## config.mk

```make
export PLATFORM = sky130hd
export DESIGN_NAME = irb_top
export DESIGN_NICKNAME = d
export VERILOG_FILES = /design/src/design/irb_pkg.sv /design/src/design/irb_bank.sv /design/src/design/irb_top.sv
export SDC_FILE = /design/constraint.sdc
export NUM_CORES = 1
export LEC_CHECK = 0
export BUFFER_PORTS_ARGS = -buffer_cell sky130_fd_sc_hd__buf_4
export CORE_MARGIN = 4
export CORE_UTILIZATION = 55
export CTS_CLUSTER_SIZE = 14
export DETAILED_ROUTE_END_ITERATION = 8
export GPL_TIMING_DRIVEN = 0
export PLACE_DENSITY = 0.89
export SLEW_MARGIN = 40
export SYNTH_ARGS = -nofsm -noshare
export SYNTH_HDL_FRONTEND = slang
export SYNTH_SLANG_ARGS = --single-unit
```

## constraint.sdc

```tcl
create_clock -name i_sys_clk -period 4.76 [get_ports i_sys_clk]
set_clock_uncertainty 0.1 [all_clocks]
set_input_delay 1.19 -clock i_sys_clk [delete_from_list [all_inputs] [get_ports i_sys_clk]]
set_output_delay 1.19 -clock i_sys_clk [all_outputs]
set_load 0.01 [all_outputs]
```

## src/design/irb_pkg.sv

```systemverilog
// irb_pkg: constants for the indexed register block access unit
package irb_pkg;
  // ==========================================================================
  // io ports
  localparam logic [15:0] IRB_PORT_CTRL_LO = 16'h23C0;
  localparam logic [15:0] IRB_PORT_CTRL_HI = 16'h23C1;
  localparam logic [15:0] IRB_PORT_ACC_LO  = 16'h23C2;
  localparam logic [15:0] IRB_PORT_ACC_HI  = 16'h23C3;
  localparam logic [15:0] IRB_PORT_BTE_LO  = 16'h23C4;
  localparam logic [15:0] IRB_PORT_BTE_HI  = 16'h23C5;
  // ==========================================================================
  // index control fields
  localparam int IRB_PTR_LSB   = 0;
  localparam int IRB_IDX_LSB   = 8;
  localparam int IRB_AINC_BIT  = 12;
  localparam int IRB_INV_BIT   = 13;
  localparam int IRB_DATA_W    = 12;
  localparam int IRB_NREG      = 16;
  // ==========================================================================
  // block pointers
  localparam logic [7:0] IRB_BLK_SYS    = 8'h00;
  localparam logic [7:0] IRB_BLK_BTE    = 8'h01;
  localparam logic [7:0] IRB_BLK_CURSOR = 8'h02;
  // ==========================================================================
  // reset values
  localparam logic [7:0]  IRB_RST_PTR  = 8'h00;
  localparam logic [3:0]  IRB_RST_IDX  = 4'h0;
  localparam logic [1:0]  IRB_RST_RSV  = 2'h0;
  localparam logic [11:0] IRB_RST_DATA = 12'h000;
  // implemented registers per block: system 1, engine 16, cursor 9
  localparam logic [15:0] IRB_IMPL_SYS    = 16'h0001;
  localparam logic [15:0] IRB_IMPL_BTE    = 16'hFFFF;
  localparam logic [15:0] IRB_IMPL_CURSOR = 16'h01FF;

  typedef enum logic [1:0] {
    IRB_SEL_SYS    = 2'b00,
    IRB_SEL_BTE    = 2'b01,
    IRB_SEL_CURSOR = 2'b10,
    IRB_SEL_NONE   = 2'b11
  } irb_sel_e;
endpackage

```

## src/design/irb_bank.sv

```systemverilog
// irb_bank: one block of sixteen twelve-bit indexed registers
module irb_bank (
  input  wire logic        i_sys_clk,
  input  wire logic        i_nrst,
  input  wire logic        i_wr,
  input  wire logic [3:0]  i_wr_idx,
  input  wire logic [11:0] i_wr_data,
  input  wire logic [15:0] i_impl,
  input  wire logic [3:0]  i_rd_idx,
  output logic      [11:0] o_rd_data,
  output logic      [15:0] o_regs_flat
);
  // ==========================================================================
  // storage, sixteen twelve-bit words
  logic [11:0] regs      [irb_pkg::IRB_NREG];
  logic [11:0] next_regs [irb_pkg::IRB_NREG];

  always_comb begin
    for (int k = 0; k < irb_pkg::IRB_NREG; k++) begin
      next_regs[k] = regs[k];
    end
    if (i_wr && i_impl[i_wr_idx]) begin
      next_regs[i_wr_idx] = i_wr_data;
    end
  end

  always_ff @(posedge i_sys_clk or negedge i_nrst) begin
    if (!i_nrst) begin
      for (int k = 0; k < irb_pkg::IRB_NREG; k++) begin
        regs[k] <= irb_pkg::IRB_RST_DATA;
      end
    end else begin
      for (int k = 0; k < irb_pkg::IRB_NREG; k++) begin
        regs[k] <= next_regs[k];
      end
    end
  end

  // missing registers read as zero
  assign o_rd_data   = i_impl[i_rd_idx] ? regs[i_rd_idx] : irb_pkg::IRB_RST_DATA;
  assign o_regs_flat = i_impl;
endmodule

```

## src/design/irb_top.sv

```systemverilog
// irb_top: host io port access to the enhanced indexed register blocks
// Contract
// - blocks hold sixteen twelve-bit indexed registers
// - block pointer maps block onto access port
// - access write: index top four, data low twelve
// - repeated writes need no block reselect
// - read word carries index in top bits
// - auto-increment reads ascend and wrap past Fh
// - increment disabled repeats the same register
// - missing registers read zero data
// - control index field shows next read index
// - bit 13 flags unimplemented block, read-only
// - port map 23C0h to 23C5h
// - pointer 00 system, 01 engine, 02 cursor
// - system index 0 is interrupt status
// - status read clears no interrupt
// - bits 15:14 reserved, bit 13 read-only, others read/write
// - unassigned interrupt bits read zero
// - status bit 7 summarises sources 10..7
module irb_top (
  input  wire logic        i_sys_clk,
  input  wire logic        i_nrst,
  input  wire logic [15:0] i_io_addr,
  input  wire logic        i_io_wr,
  input  wire logic        i_io_rd,
  input  wire logic [1:0]  i_io_be,
  input  wire logic [15:0] i_io_wdata,
  input  wire logic [10:1] i_irq_src,
  output logic      [15:0] o_io_rdata,
  output logic             o_io_hit,
  output logic             o_bte_wr,
  output logic             o_bte_rd,
  output logic      [1:0]  o_bte_be,
  output logic      [15:0] o_bte_wdata,
  output logic      [11:0] o_bte_reg [16],
  output logic      [11:0] o_cur_reg [16]
);
  // ==========================================================================
  // port decode: word port at even address, byte lanes from i_io_be
  function automatic logic is_port(input logic [15:0] a, input logic [15:0] lo);
    return (a == lo) || (a == lo + 16'h0001);
  endfunction

  logic sel_ctrl;
  logic sel_acc;
  logic sel_bte;
  assign sel_ctrl = is_port(i_io_addr, irb_pkg::IRB_PORT_CTRL_LO);
  assign sel_acc  = is_port(i_io_addr, irb_pkg::IRB_PORT_ACC_LO);
  assign sel_bte  = is_port(i_io_addr, irb_pkg::IRB_PORT_BTE_LO);
  assign o_io_hit = sel_ctrl | sel_acc | sel_bte;

  // engine data port is passed out to the engine itself
  assign o_bte_wr    = i_io_wr & sel_bte;
  assign o_bte_rd    = i_io_rd & sel_bte;
  assign o_bte_be    = i_io_be;
  assign o_bte_wdata = i_io_wdata;

  // ==========================================================================
  // index control register
  logic [7:0] blk_ptr;
  logic [3:0] rd_idx;
  logic       ainc_dis;
  logic [1:0] rsv;
  logic [7:0] next_blk_ptr;
  logic [3:0] next_rd_idx;
  logic       next_ainc_dis;
  logic [1:0] next_rsv;
  irb_pkg::irb_sel_e sel;

  always_comb begin
    case (blk_ptr)
      irb_pkg::IRB_BLK_SYS:    sel = irb_pkg::IRB_SEL_SYS;
      irb_pkg::IRB_BLK_BTE:    sel = irb_pkg::IRB_SEL_BTE;
      irb_pkg::IRB_BLK_CURSOR: sel = irb_pkg::IRB_SEL_CURSOR;
      default:                 sel = irb_pkg::IRB_SEL_NONE;
    endcase
  end

  logic invalid;
  assign invalid = (sel == irb_pkg::IRB_SEL_NONE);

  logic acc_rd;
  logic acc_wr;
  assign acc_rd = i_io_rd & sel_acc & i_io_be[1];
  assign acc_wr = i_io_wr & sel_acc & (&i_io_be);

  always_comb begin
    next_blk_ptr  = blk_ptr;
    next_rd_idx   = rd_idx;
    next_ainc_dis = ainc_dis;
    next_rsv      = rsv;
    if (i_io_wr && sel_ctrl) begin
      if (i_io_be[0]) begin
        next_blk_ptr = i_io_wdata[7:0];
      end
      if (i_io_be[1]) begin
        // bit 13 is computed, never stored
        next_rd_idx   = i_io_wdata[11:8];
        next_ainc_dis = i_io_wdata[irb_pkg::IRB_AINC_BIT];
        next_rsv      = i_io_wdata[15:14];
      end
    end else if (acc_rd && !ainc_dis) begin
      next_rd_idx = rd_idx + 4'h1; // wraps Fh to 0
    end
  end

  always_ff @(posedge i_sys_clk or negedge i_nrst) begin
    if (!i_nrst) begin
      blk_ptr  <= irb_pkg::IRB_RST_PTR;
      rd_idx   <= irb_pkg::IRB_RST_IDX;
      ainc_dis <= 1'b0;
      rsv      <= irb_pkg::IRB_RST_RSV;
    end else begin
      blk_ptr  <= next_blk_ptr;
      rd_idx   <= next_rd_idx;
      ainc_dis <= next_ainc_dis;
      rsv      <= next_rsv;
    end
  end

  // ==========================================================================
  // banks; writes stay in the selected block
  logic        wr_bte;
  logic        wr_cur;
  logic [11:0] bte_data;
  logic [11:0] cur_data;
  assign wr_bte = acc_wr && (sel == irb_pkg::IRB_SEL_BTE);
  assign wr_cur = acc_wr && (sel == irb_pkg::IRB_SEL_CURSOR);

  logic [11:0] bte_store [16];
  logic [11:0] cur_store [16];

  irb_bank u_bte (
    .i_sys_clk   (i_sys_clk),
    .i_nrst      (i_nrst),
    .i_wr        (wr_bte),
    .i_wr_idx    (i_io_wdata[15:12]),
    .i_wr_data   (i_io_wdata[11:0]),
    .i_impl      (irb_pkg::IRB_IMPL_BTE),
    .i_rd_idx    (rd_idx),
    .o_rd_data   (bte_data),
    .o_regs_flat ()
  );

  irb_bank u_cur (
    .i_sys_clk   (i_sys_clk),
    .i_nrst      (i_nrst),
    .i_wr        (wr_cur),
    .i_wr_idx    (i_io_wdata[15:12]),
    .i_wr_data   (i_io_wdata[11:0]),
    .i_impl      (irb_pkg::IRB_IMPL_CURSOR),
    .i_rd_idx    (rd_idx),
    .o_rd_data   (cur_data),
    .o_regs_flat ()
  );

  // contents exported by a shadow of each write; banks keep the read path
  logic [11:0] next_bte_store [16];
  logic [11:0] next_cur_store [16];
  always_comb begin
    for (int k = 0; k < 16; k++) begin
      next_bte_store[k] = bte_store[k];
      next_cur_store[k] = cur_store[k];
    end
    if (wr_bte) begin
      next_bte_store[i_io_wdata[15:12]] = i_io_wdata[11:0];
    end
    if (wr_cur && irb_pkg::IRB_IMPL_CURSOR[i_io_wdata[15:12]]) begin
      next_cur_store[i_io_wdata[15:12]] = i_io_wdata[11:0];
    end
  end
  always_ff @(posedge i_sys_clk or negedge i_nrst) begin
    if (!i_nrst) begin
      for (int k = 0; k < 16; k++) begin
        bte_store[k] <= irb_pkg::IRB_RST_DATA;
        cur_store[k] <= irb_pkg::IRB_RST_DATA;
      end
    end else begin
      for (int k = 0; k < 16; k++) begin
        bte_store[k] <= next_bte_store[k];
        cur_store[k] <= next_cur_store[k];
      end
    end
  end
  assign o_bte_reg = bte_store;
  assign o_cur_reg = cur_store;

  // ==========================================================================
  // interrupt status, live view of sources, reading clears nothing
  logic [11:0] irq_status;
  always_comb begin
    irq_status        = 12'h000;
    irq_status[11:8]  = i_irq_src[10:7];
    irq_status[7]     = |i_irq_src[10:7];
    irq_status[6:1]   = i_irq_src[6:1];
    irq_status[0]     = |i_irq_src;
  end

  logic [11:0] sys_data;
  assign sys_data = (rd_idx == 4'h0) ? irq_status : irb_pkg::IRB_RST_DATA;

  // ==========================================================================
  // read data, registered
  logic [15:0] rdata;
  logic [15:0] next_rdata;
  logic [11:0] blk_data;

  always_comb begin
    case (sel)
      irb_pkg::IRB_SEL_SYS:    blk_data = sys_data;
      irb_pkg::IRB_SEL_BTE:    blk_data = bte_data;
      irb_pkg::IRB_SEL_CURSOR: blk_data = cur_data;
      default:                 blk_data = irb_pkg::IRB_RST_DATA;
    endcase
  end

  always_comb begin
    next_rdata = 16'h0000;
    if (i_io_rd && sel_ctrl) begin
      next_rdata = {rsv, invalid, ainc_dis, rd_idx, blk_ptr};
    end else if (i_io_rd && sel_acc) begin
      next_rdata = {rd_idx, blk_data};
    end
  end

  always_ff @(posedge i_sys_clk or negedge i_nrst) begin
    if (!i_nrst) begin
      rdata <= 16'h0000;
    end else begin
      rdata <= next_rdata;
    end
  end
  assign o_io_rdata = rdata;
endmodule

```

==> metrics.txt, run 1 <==
status=completed; # rows=66; CTS tree=done; Slew headroom=between 30% and 40%; share of layout cells above drive strength 1=a little over half; synth-to-layout area growth=31.3%; count of input and output buffers=about 470; Slew Limit Fails=0; main flop type after synthesis=dfrtp_1; minimum clock period=3.97 ns; max cap viols=0; post-synth cell types=56; number of global-route vias before repair=approximately 14k; worst ir drop on vdd=approximately 0.00029 V; grt total ovfl=0; Crit. End Element=primary output; Period Utilization, post-route=83.4%; Tot GR Track Use=between 30% and 40%; GPL Wtd Cong=between 0.9 and 1; via count=13.7k; worst slew pin tran=0.932 ns; effective utilization at floorplan=a little under three fifths; die area=about 37000 sq um; initial antenna violation count=2; cts bufs inserted=44; Nets=1863; sequential share of the synthesized area=between 50% and 60%; post-route setup slack=approximately 0.79 ns; clk_lat worst skew=~0.55 ns; CP arrival=2.68 ns; # DRC=0; Hold Slack=between 0.3 and 0.4 ns; Synth Register Bits=a little over 400; root buf cell=clkbuf_16; Die X=191 um; Worst Path Required=between 3 and 4 ns; CTS sink cnt=about 420; RSZ-0062 raised after global routing=no; syn_nets=roughly 1.3k; 1st-pass router iterations=5; CTS H-tree depth=2; DR vias/cell=about 6; antenna fix cells=0; pre-CTS WS=0.770 ns; IO Count=about 470; Power Density=about 300 nW/um^2; Core Box Area=32800 sq um; number of flip-flops in the largest register=about 190; Post-Syn Area=18400 sq um; Leakage=around 12 nW; clock slew at reported path FFs=~0.06 ns; Initial DRC Count=926; CTS resizes=0; Syn. warnings=0; critical path class=in2out; worst-path fanout max=10; Synth async-reset ratio=100%; largest net degree at the start of global routing=approximately 80; first-pass GRT wire length=92800 um; setup violators final=0; hold_buf cts=0; Routed Antenna Nets=0; Post-synth EDFFs=0; wire length per cell=~28 um; Startpoint Class=primary input; final hold vios=0; HP Class=reg2reg; Setup Fix Bufs, Post-CTS=0; highest clock rate=between 200 and 300 MHz; Max Root-Sink Buffers=3; syn avg cell area=approximately 14 sq um; Routed WL=around 64000 um; die extent in y=between 150 and 200 um; hpwl dp=~47000 um; post-synthesis cell count=between 1k and 1.5k
[cell usage after synthesis (12+ instances only)]
library cell	count	area [sq um]
dfrtp_1	415	10400
mux2_2	308	3470
clkbuf_1	137	514
mux2i_1	76	761
mux4_2	62	1400
nand2_1	42	158
buf_2	28	140
buf_4	20	150
a22o_1	18	158
nor2_1	18	67.6
o21ai_0	16	80.1
nand3_1	12	60.1
nor2b_1	12	75.1
[logic make-up after synthesis]
kind of cell | Yosys count | share of synthesized area, %
muxes | 447 | 30.6
DFF | 415 | 56.3
buffers and inverters | 203 | 4.77
and+or+nand+nor | 143 | 4.93
AOI/OAI and AO/OA | 84 | 3.26
adders and majority gates | 2 | 0.136
[metal layers]
metal | routed length (um) | track usage (%)
met5 | 20 | 0
met1 | 23800 | 44.1
met3 | 5710 | 8.64
met4 | 3490 | 15.7
met2 | 30700 | 56.6
[final timing paths]
kind                                                 start                         end  slack [ns]  depth (start not counted)
worst max-delay path                          i_io_addr[1]                    o_io_hit        0.79                          5
worst min-delay path            u_cur.regs[38]$_DFFE_PN0P_  u_cur.regs[38]$_DFFE_PN0P_        0.36                          1
worst max register to register       rd_idx[0]$_DFFE_PN0P_    o_io_rdata[11]$_DFF_PN0_        1.07                         11
worst min register to register  u_cur.regs[38]$_DFFE_PN0P_  u_cur.regs[38]$_DFFE_PN0P_        0.36                          1
max in group asynchronous                           i_nrst   o_bte_reg[59]$_DFFE_PN0P_        2.52                          5
min in group asynchronous                           i_nrst  u_cur.regs[13]$_DFFE_PN0P_        0.45                          1
[final cells by class]
class	instances	area, sq um
flip-flops and latches	415	10400
fillers	2045	8580
inverters	7	26.3
repair buffers	473	3680
clock inverters	16	191
plain buffers	196	862
multi-input cells	676	7180
well taps	442	553
clock buffers	63	1320
[cells in the final DEF (no fill, tap or decap), types with 5 or more instances in the layout]
cell and count:
buf_1 6, o21ai_0 16, nand3_1 12, nor2b_1 12
a21oi_1 10, mux2_2 308, clkbuf_8 13, a2bb2oi_1 5
buf_16 6, inv_1 5, nand2_1 42, o31ai_1 9
nand3_2 9, mux4_2 62, mux2i_1 76, clkbuf_16 45
dfrtp_1 415, nor3_1 5, buf_4 486, a22oi_1 11
clkinv_2 8, buf_2 31, nor2_1 17, a22o_1 18
clkbuf_1 139
[power breakdown]
part	switching [mW]	total (mW)	internal (mW)	leakage, nW
combinational	0.174	0.248	0.0733	5.90
clock	1.41	3.56	2.15	0.746
sequential	0.0000490	3.53	3.53	5.79
total	1.59	7.34	5.75	12.4
[stage by stage]
stage / cells / util, % / TNS, ns / instance area, sq um / total power [mW]
final: 2288 / 73.8 / 0 / 24200 / 7.34
after global routing: 2288 / 73.8 / 0 / 24200 / 7.54
after CTS: 2287 / 73.8 / 0 / 24200 / 7.37
after detailed placement: 2208 / 69.2 / 0 / 22700 / 3.84
after global placement: 2202 / 68.6 / -616.61 / 22500 / 3.82
after floorplan: 1294 / - / 0 / 18400 / 3.65
[critical path, stage by stage]
cell and delay, ns:
buf_4 0.13, clkbuf_1 0.42, clkbuf_1 0.59, a211oi_1 0.16, buf_4 0.18
No activity file was read; power rests on OpenSTA's default activity.
==> run 2, diff against run 1 <==
Settings changed: CORE_UTILIZATION 55 to 48, PLACE_DENSITY 0.89 to 0.83.
Clock period 4.76 ns to 3.5 ns, I/O delays scaled along.
==> run 2 against run 1 <==
Effect of this change: critical path depth increased by 3; die area increased by 14%; worst hold slack got worse by 0.30 ns; via count decreased by 1.6%; critical path type is now reg2reg; largest cell class unchanged.
==> metrics.txt, run 2 (synthesis gave the netlist of run 1 again) <==
commonest non-fill, non-tap cell in the layout=buf_4 (unchanged); CP arrival=3.81 ns (was 2.68 ns); IO Count=469 (unchanged); Slew Limit Fails=0 (unchanged); Startpoint Class=flop (was primary input); critical path class=reg2reg (was in2out); FF-to-FF setup slack=0.01 ns (was 1.07 ns); Buf/Inv on CP=3 (was 4); CP max stage cell=buf_1 (was clkbuf_1); Worst Path Required=3.82 ns (was 3.47 ns); highest clock rate=approximately 290 MHz; final hold vios=0 (unchanged); Critical Path Stages=8 (was 5); # DRC=0 (unchanged); HP Class=in2async (was reg2reg); most frequent cells in the layout=buf_4, dfrtp_1, mux2_2, clkbuf_1, mux2i_1 (unchanged); setup violators final=0 (unchanged); status=completed (unchanged); die area=41600 sq um (was 36500 sq um); Slew headroom=38.8% (was 37.9%); CTS H-tree depth=2 (unchanged); Reg2Reg Depth=8 (was 11); # rows=71 (was 66); clock slew at reported path FFs=0.06 ns (about the same); wire length per cell=27.2 um (was 27.8 um); root buf cell=clkbuf_16 (unchanged); minimum clock period=approximately 3.5 ns; Crit. End Element=flop (was primary output); CTS tree=done (unchanged); max cap viols=0 (unchanged); number of global-route vias before repair=14.1k (was 14.2k); worst-path fanout max=10 (unchanged); worst slew pin tran=0.918 ns (was 0.932 ns); clk_lat worst skew=0.57 ns (was 0.55 ns); share of layout cells above drive strength 1=54.1% (was 54.2%); Routed Antenna Nets=0 (unchanged); pre-CTS WS=-0.123 ns (was 0.770 ns); worst ir drop on vdd=0.000410 V (was 0.000294 V); effective utilization at floorplan=48.8% (was 56.2%); hpwl dp=48600 um (was 47500 um); hold_buf cts=0 (unchanged); Nets=1865 (was 1863); worst reg2reg path endpoint=o_io_rdata[2]$_DFF_PN0_ (was o_io_rdata[11]$_DFF_PN0_); number of flip-flops in the largest register=192 (unchanged); post-route setup slack=0.0145 ns (was 0.792 ns); Power Density=407 nW/um^2 (was 303 nW/um^2); first-pass GRT wire length=93500 um (was 92800 um); grt total ovfl=0 (unchanged); Reg-to-Reg Start=rd_idx[1]$_DFFE_PN0P_ (was rd_idx[0]$_DFFE_PN0P_); via count=13.5k (was 13.7k); GPL Wtd Cong=0.972 (was 0.933); Die X=204 um (was 191 um); Initial DRC Count=725 (was 926); count of input and output buffers=466 (unchanged); crit-path max cell delay=0.74 ns (was 0.59 ns); DR vias/cell=5.72 (was 6.01); Max Root-Sink Buffers=3 (unchanged); Routed WL=64300 um (was 63700 um); CTS sink cnt=415 (unchanged); synth-to-layout area growth=31.8% (was 31.3%); Top delay family on crit path=buffers and inverters (unchanged); 1st-pass router iterations=5 (unchanged); Finished Core Util=64.4% (was 73.8%); cts bufs inserted=44 (unchanged); Tot GR Track Use=30.3% (was 34.6%); worst-path cell chain=buf_2 > buf_2 > buf_1 > mux4_2 > mux2i_1 > mux2i_1 > a22oi_1 > o21ai_0 (was buf_4 > clkbuf_1 > clkbuf_1 > a211oi_1 > buf_4); fill count=2787 (was 2045); Core Box Area=37800 sq um (was 32800 sq um); CP startpoint=rd_idx[1]$_DFFE_PN0P_ (was i_io_addr[1]); Period Utilization, post-route=99.6%; Leakage=12.4 nW (about the same); largest net degree at the start of global routing=79 (was 78); Critical path destination=o_io_rdata[2]$_DFF_PN0_ (was o_io_hit); die extent in y=204 um (was 191 um); initial antenna violation count=6 (was 2); RSZ-0062 raised after global routing=yes (was no)
run 2: where the power goes:
group / total, mW / switching, mW / internal (mW)
Sequential: 4.80 / 0.0000664 / 4.80
Combinational: 0.335 / 0.236 / 0.0997
Clock: 4.76 / 1.95 / 2.81
run 2: worst min path at each step:
stage	from	end	slack, ns
after floorplan	rsv[0]$_DFFE_PN0P_	rsv[0]$_DFFE_PN0P_	0.35
after global placement	u_cur.regs[7]$_DFFE_PN0P_	u_cur.regs[7]$_DFFE_PN0P_	0.34
after detailed placement	u_cur.regs[23]$_DFFE_PN0P_	u_cur.regs[23]$_DFFE_PN0P_	0.35
after CTS	i_nrst	u_cur.regs[11]$_DFFE_PN0P_	0.04
after global routing	i_nrst	u_cur.regs[4]$_DFFE_PN0P_	0.05
final	i_nrst	u_cur.regs[11]$_DFFE_PN0P_	0.05
run 2: final cells by class:
class                      instances  area [sq um]  area share [%]
timing repair buffer             476          3710            15.3
sequential                       415         10400            42.7
multi-input combinational        676          7180            29.6
inverter                           7          30.0           0.124
antenna                            2          5.00          0.0206
buffer                           195           871            3.58
clock inverter                    15           168           0.690
clock buffer                      67          1310            5.39
tap                              511           639            2.63
run 2: layer usage:
metal / GRT usage, % / part of all wire [%] / vias to the layer above
met5: 0 / 0.056 / -
met2: 49.9 / 49 / 604
li1: - / - / 5675
met1: 38.4 / 38 / 7079
met3: 8.73 / 8.4 / 154
met4: 12.0 / 4.5 / 6
run 2: stage by stage:
step	hold slack, ns	cells	power [mW]	TNS (ns)	cell area [sq um]
global placement	0.341	2271	5.19	-1041.11	22600
detailed placement	0.348	2278	5.23	-0.440	22800
CTS	0.0358	2360	9.95	0	24300
floorplan	0.349	1294	4.97	0	18400
global route	0.0457	2363	10.2	-0.0335	24300
finish	0.0519	2364	9.89	0	24300
run 2: what timing repair did:
item                       CTS  global route
gates resized for setup      2             6
setup endpoints to repair   10            11
buffers inserted             0             2
run 2: worst register-to-register path: stages, from the launching register on:
cell and delay [ns]:
dfrtp_1 0.34, buf_2 0.25, buf_2 0.43, buf_1 0.74, mux4_2 0.46, mux2i_1 0.50
mux2i_1 0.15, a22oi_1 0.21, o21ai_0 0.17
==> run 3, diff against run 2 <==
Settings changed: CORE_MARGIN 4 to not set.
==> run 3 against run 2 <==
Effect of this change: cell area about the same; wire length down 1.3%; non-clock buffer count up 1; sequential power about the same; highest routed layer is now met4; worst setup slack better by 0.10 ns; power up 0.35%; combinational power about the same; via count about the same.
==> metrics.txt, run 3 (synthesis gave the netlist of run 1 again) <==
Leakage=12.4 nW (about the same); grt total ovfl=0 (unchanged); HP Class=in2async (unchanged); clock slew at reported path FFs=0.06 ns (about the same); IO Count=469 (unchanged); CTS tree=done (unchanged); Die X=198 um (was 204 um); highest clock rate=296 MHz (was 287 MHz); Routed WL=63500 um (was 64300 um); root buf cell=clkbuf_16 (unchanged); worst-path cell chain=clkbuf_1 > clkbuf_4 > buf_4 > inv_1 > ha_1 > nor4b_1 > nand4b_1 > nor4_1 > clkbuf_2 > a22oi_1 > o21ai_0 (was buf_2 > buf_2 > buf_1 > mux4_2 > mux2i_1 > mux2i_1 > a22oi_1 > o21ai_0); final hold vios=0 (unchanged); Startpoint Class=flop (unchanged); hpwl dp=47000 um (was 48600 um); max cap viols=0 (unchanged); commonest non-fill, non-tap cell in the layout=buf_4 (unchanged); most frequent cells in the layout=buf_4, dfrtp_1, mux2_2, clkbuf_1, mux2i_1 (unchanged); clk_lat worst skew=0.57 ns (about the same); FF/Latch Area=10400 sq um (unchanged); CP arrival=3.71 ns (was 3.81 ns); worst ir drop on vdd=0.000351 V (was 0.000410 V); CTS H-tree depth=2 (unchanged); Tot GR Track Use=32.2% (was 30.3%); crit-path max cell delay=0.38 ns (was 0.74 ns); Cell Count, Final, Fillers Out=2364 (unchanged); wire length per cell=26.8 um (was 27.2 um); cts bufs inserted=43 (was 44); status=completed (unchanged); number of flip-flops in the largest register=192 (unchanged); hold_buf cts=0 (unchanged); largest net degree at the start of global routing=81 (was 79); initial antenna violation count=3 (was 6); critical path class=reg2reg (unchanged); Nets=1865 (unchanged); Slew Limit Fails=0 (unchanged); worst-path fanout max=10 (unchanged); share of layout cells above drive strength 1=54.2% (was 54.1%); Max Root-Sink Buffers=3 (unchanged); die area=39200 sq um (was 41600 sq um); Period Utilization, post-route=96.6% (was 99.6%); Routed Antenna Nets=0 (unchanged); effective utilization at floorplan=48.8% (unchanged); 1st-pass router iterations=5 (unchanged); CTS sink cnt=415 (unchanged); Core Box Area=37800 sq um (unchanged); Initial DRC Count=909 (was 725); synth-to-layout area growth=31.8% (about the same); Crit. End Element=flop (unchanged); number of global-route vias before repair=14.0k (was 14.1k); RSZ-0062 raised after global routing=no (was yes); DR vias/cell=5.72 (about the same); Worst Path Required=3.83 ns (was 3.82 ns); setup violators final=0 (unchanged); minimum clock period=3.38 ns (was 3.49 ns); # rows=71 (unchanged); final instance area=24300 sq um (about the same); GPL Wtd Cong=0.919 (was 0.972); count of input and output buffers=466 (unchanged); fill count=2789 (was 2787); first-pass GRT wire length=91100 um (was 93500 um); CP max stage cell=dfrtp_1 (was buf_1); # DRC=0 (unchanged); Power Density=409 nW/um^2 (was 407 nW/um^2); worst slew pin tran=0.895 ns (was 0.918 ns); Slew headroom=40.4% (was 38.8%); placed insts=2278 (unchanged); multi-input combinational cell area=7190 sq um (was 7180 sq um); DP Area=22800 sq um (about the same); via count=13.5k (about the same); die extent in y=198 um (was 204 um)
==> run 3: final timing paths <==
kind                                         endpoint  slack, ns                       from  cells past startpoint
setup / recovery              o_io_rdata[3]$_DFF_PN0_       0.12      rd_idx[0]$_DFFE_PN0P_                     11
hold / removal             u_cur.regs[32]$_DFFE_PN0P_       0.07                     i_nrst                      1
setup reg to reg              o_io_rdata[3]$_DFF_PN0_       0.12      rd_idx[0]$_DFFE_PN0P_                     11
hold reg to reg             u_cur.regs[3]$_DFFE_PN0P_       0.36  u_cur.regs[3]$_DFFE_PN0P_                      1
max in group asynchronous   o_bte_reg[74]$_DFFE_PN0P_       1.58                     i_nrst                      5
min in group i_sys_clk      u_cur.regs[3]$_DFFE_PN0P_       0.36  u_cur.regs[3]$_DFFE_PN0P_                      1
==> run 3: worst max-delay path: cells and delay by family, from the launching register on <==
family / cells / cell delay [ns]
adders and majority gates: 1 / 0.19
buffers and inverters: 5 / 1.40
AOI/OAI and AO/OA: 2 / 0.32
and+or+nand+nor: 3 / 0.83
DFF: 1 / 0.38
==> run 3: metrics by stage <==
step	worst slack [ns]	util, %	TNS [ns]	hold WS [ns]	total power, mW
CTS	0.0200	64.2	0	0.0530	9.99
global placement	-2.53	59.8	-1035.53	0.341	5.19
global route	0.0362	64.3	0	0.0695	10.2
floorplan	0.580	-	0	0.349	4.97
detailed placement	-0.192	60.3	-0.956	0.348	5.23
finish	0.119	64.4	0	0.0662	9.93
==> run 3: cell type report <==
type                       instances  share of cell area (%)
buffer                           196                    3.61
antenna                            4                  0.0412
tap                              511                    2.63
clock buffer                      65                    5.36
clock inverter                    14                   0.721
sequential                       415                    42.7
timing repair buffer             476                    15.2
inverter                           7                   0.113
multi-input combinational        676                    29.6
==> run 3: routing by layer <==
metal,routed length [um],global-route usage (%)
met5,0,0
met4,2770,14.8
met3,4770,6.92
met2,31200,53.6
met1,24700,40.5
==> run 3: power breakdown <==
| group | switching, mW | leakage, nW | total [mW] | internal, mW |
|---|---|---|---|---|
| clock network | 1.93 | 0.726 | 4.80 | 2.86 |
| logic | 0.237 | 5.93 | 0.337 | 0.0997 |
| registers | 0.0000657 | 5.79 | 4.80 | 4.80 |
==> run 3: repair_timing <==
action,4_1_cts,5_1_grt
endpoints found under the setup margin,10,3
setup buffers,0,1
cloned,0,0
pin swaps,0,1
resized for setup,4,4
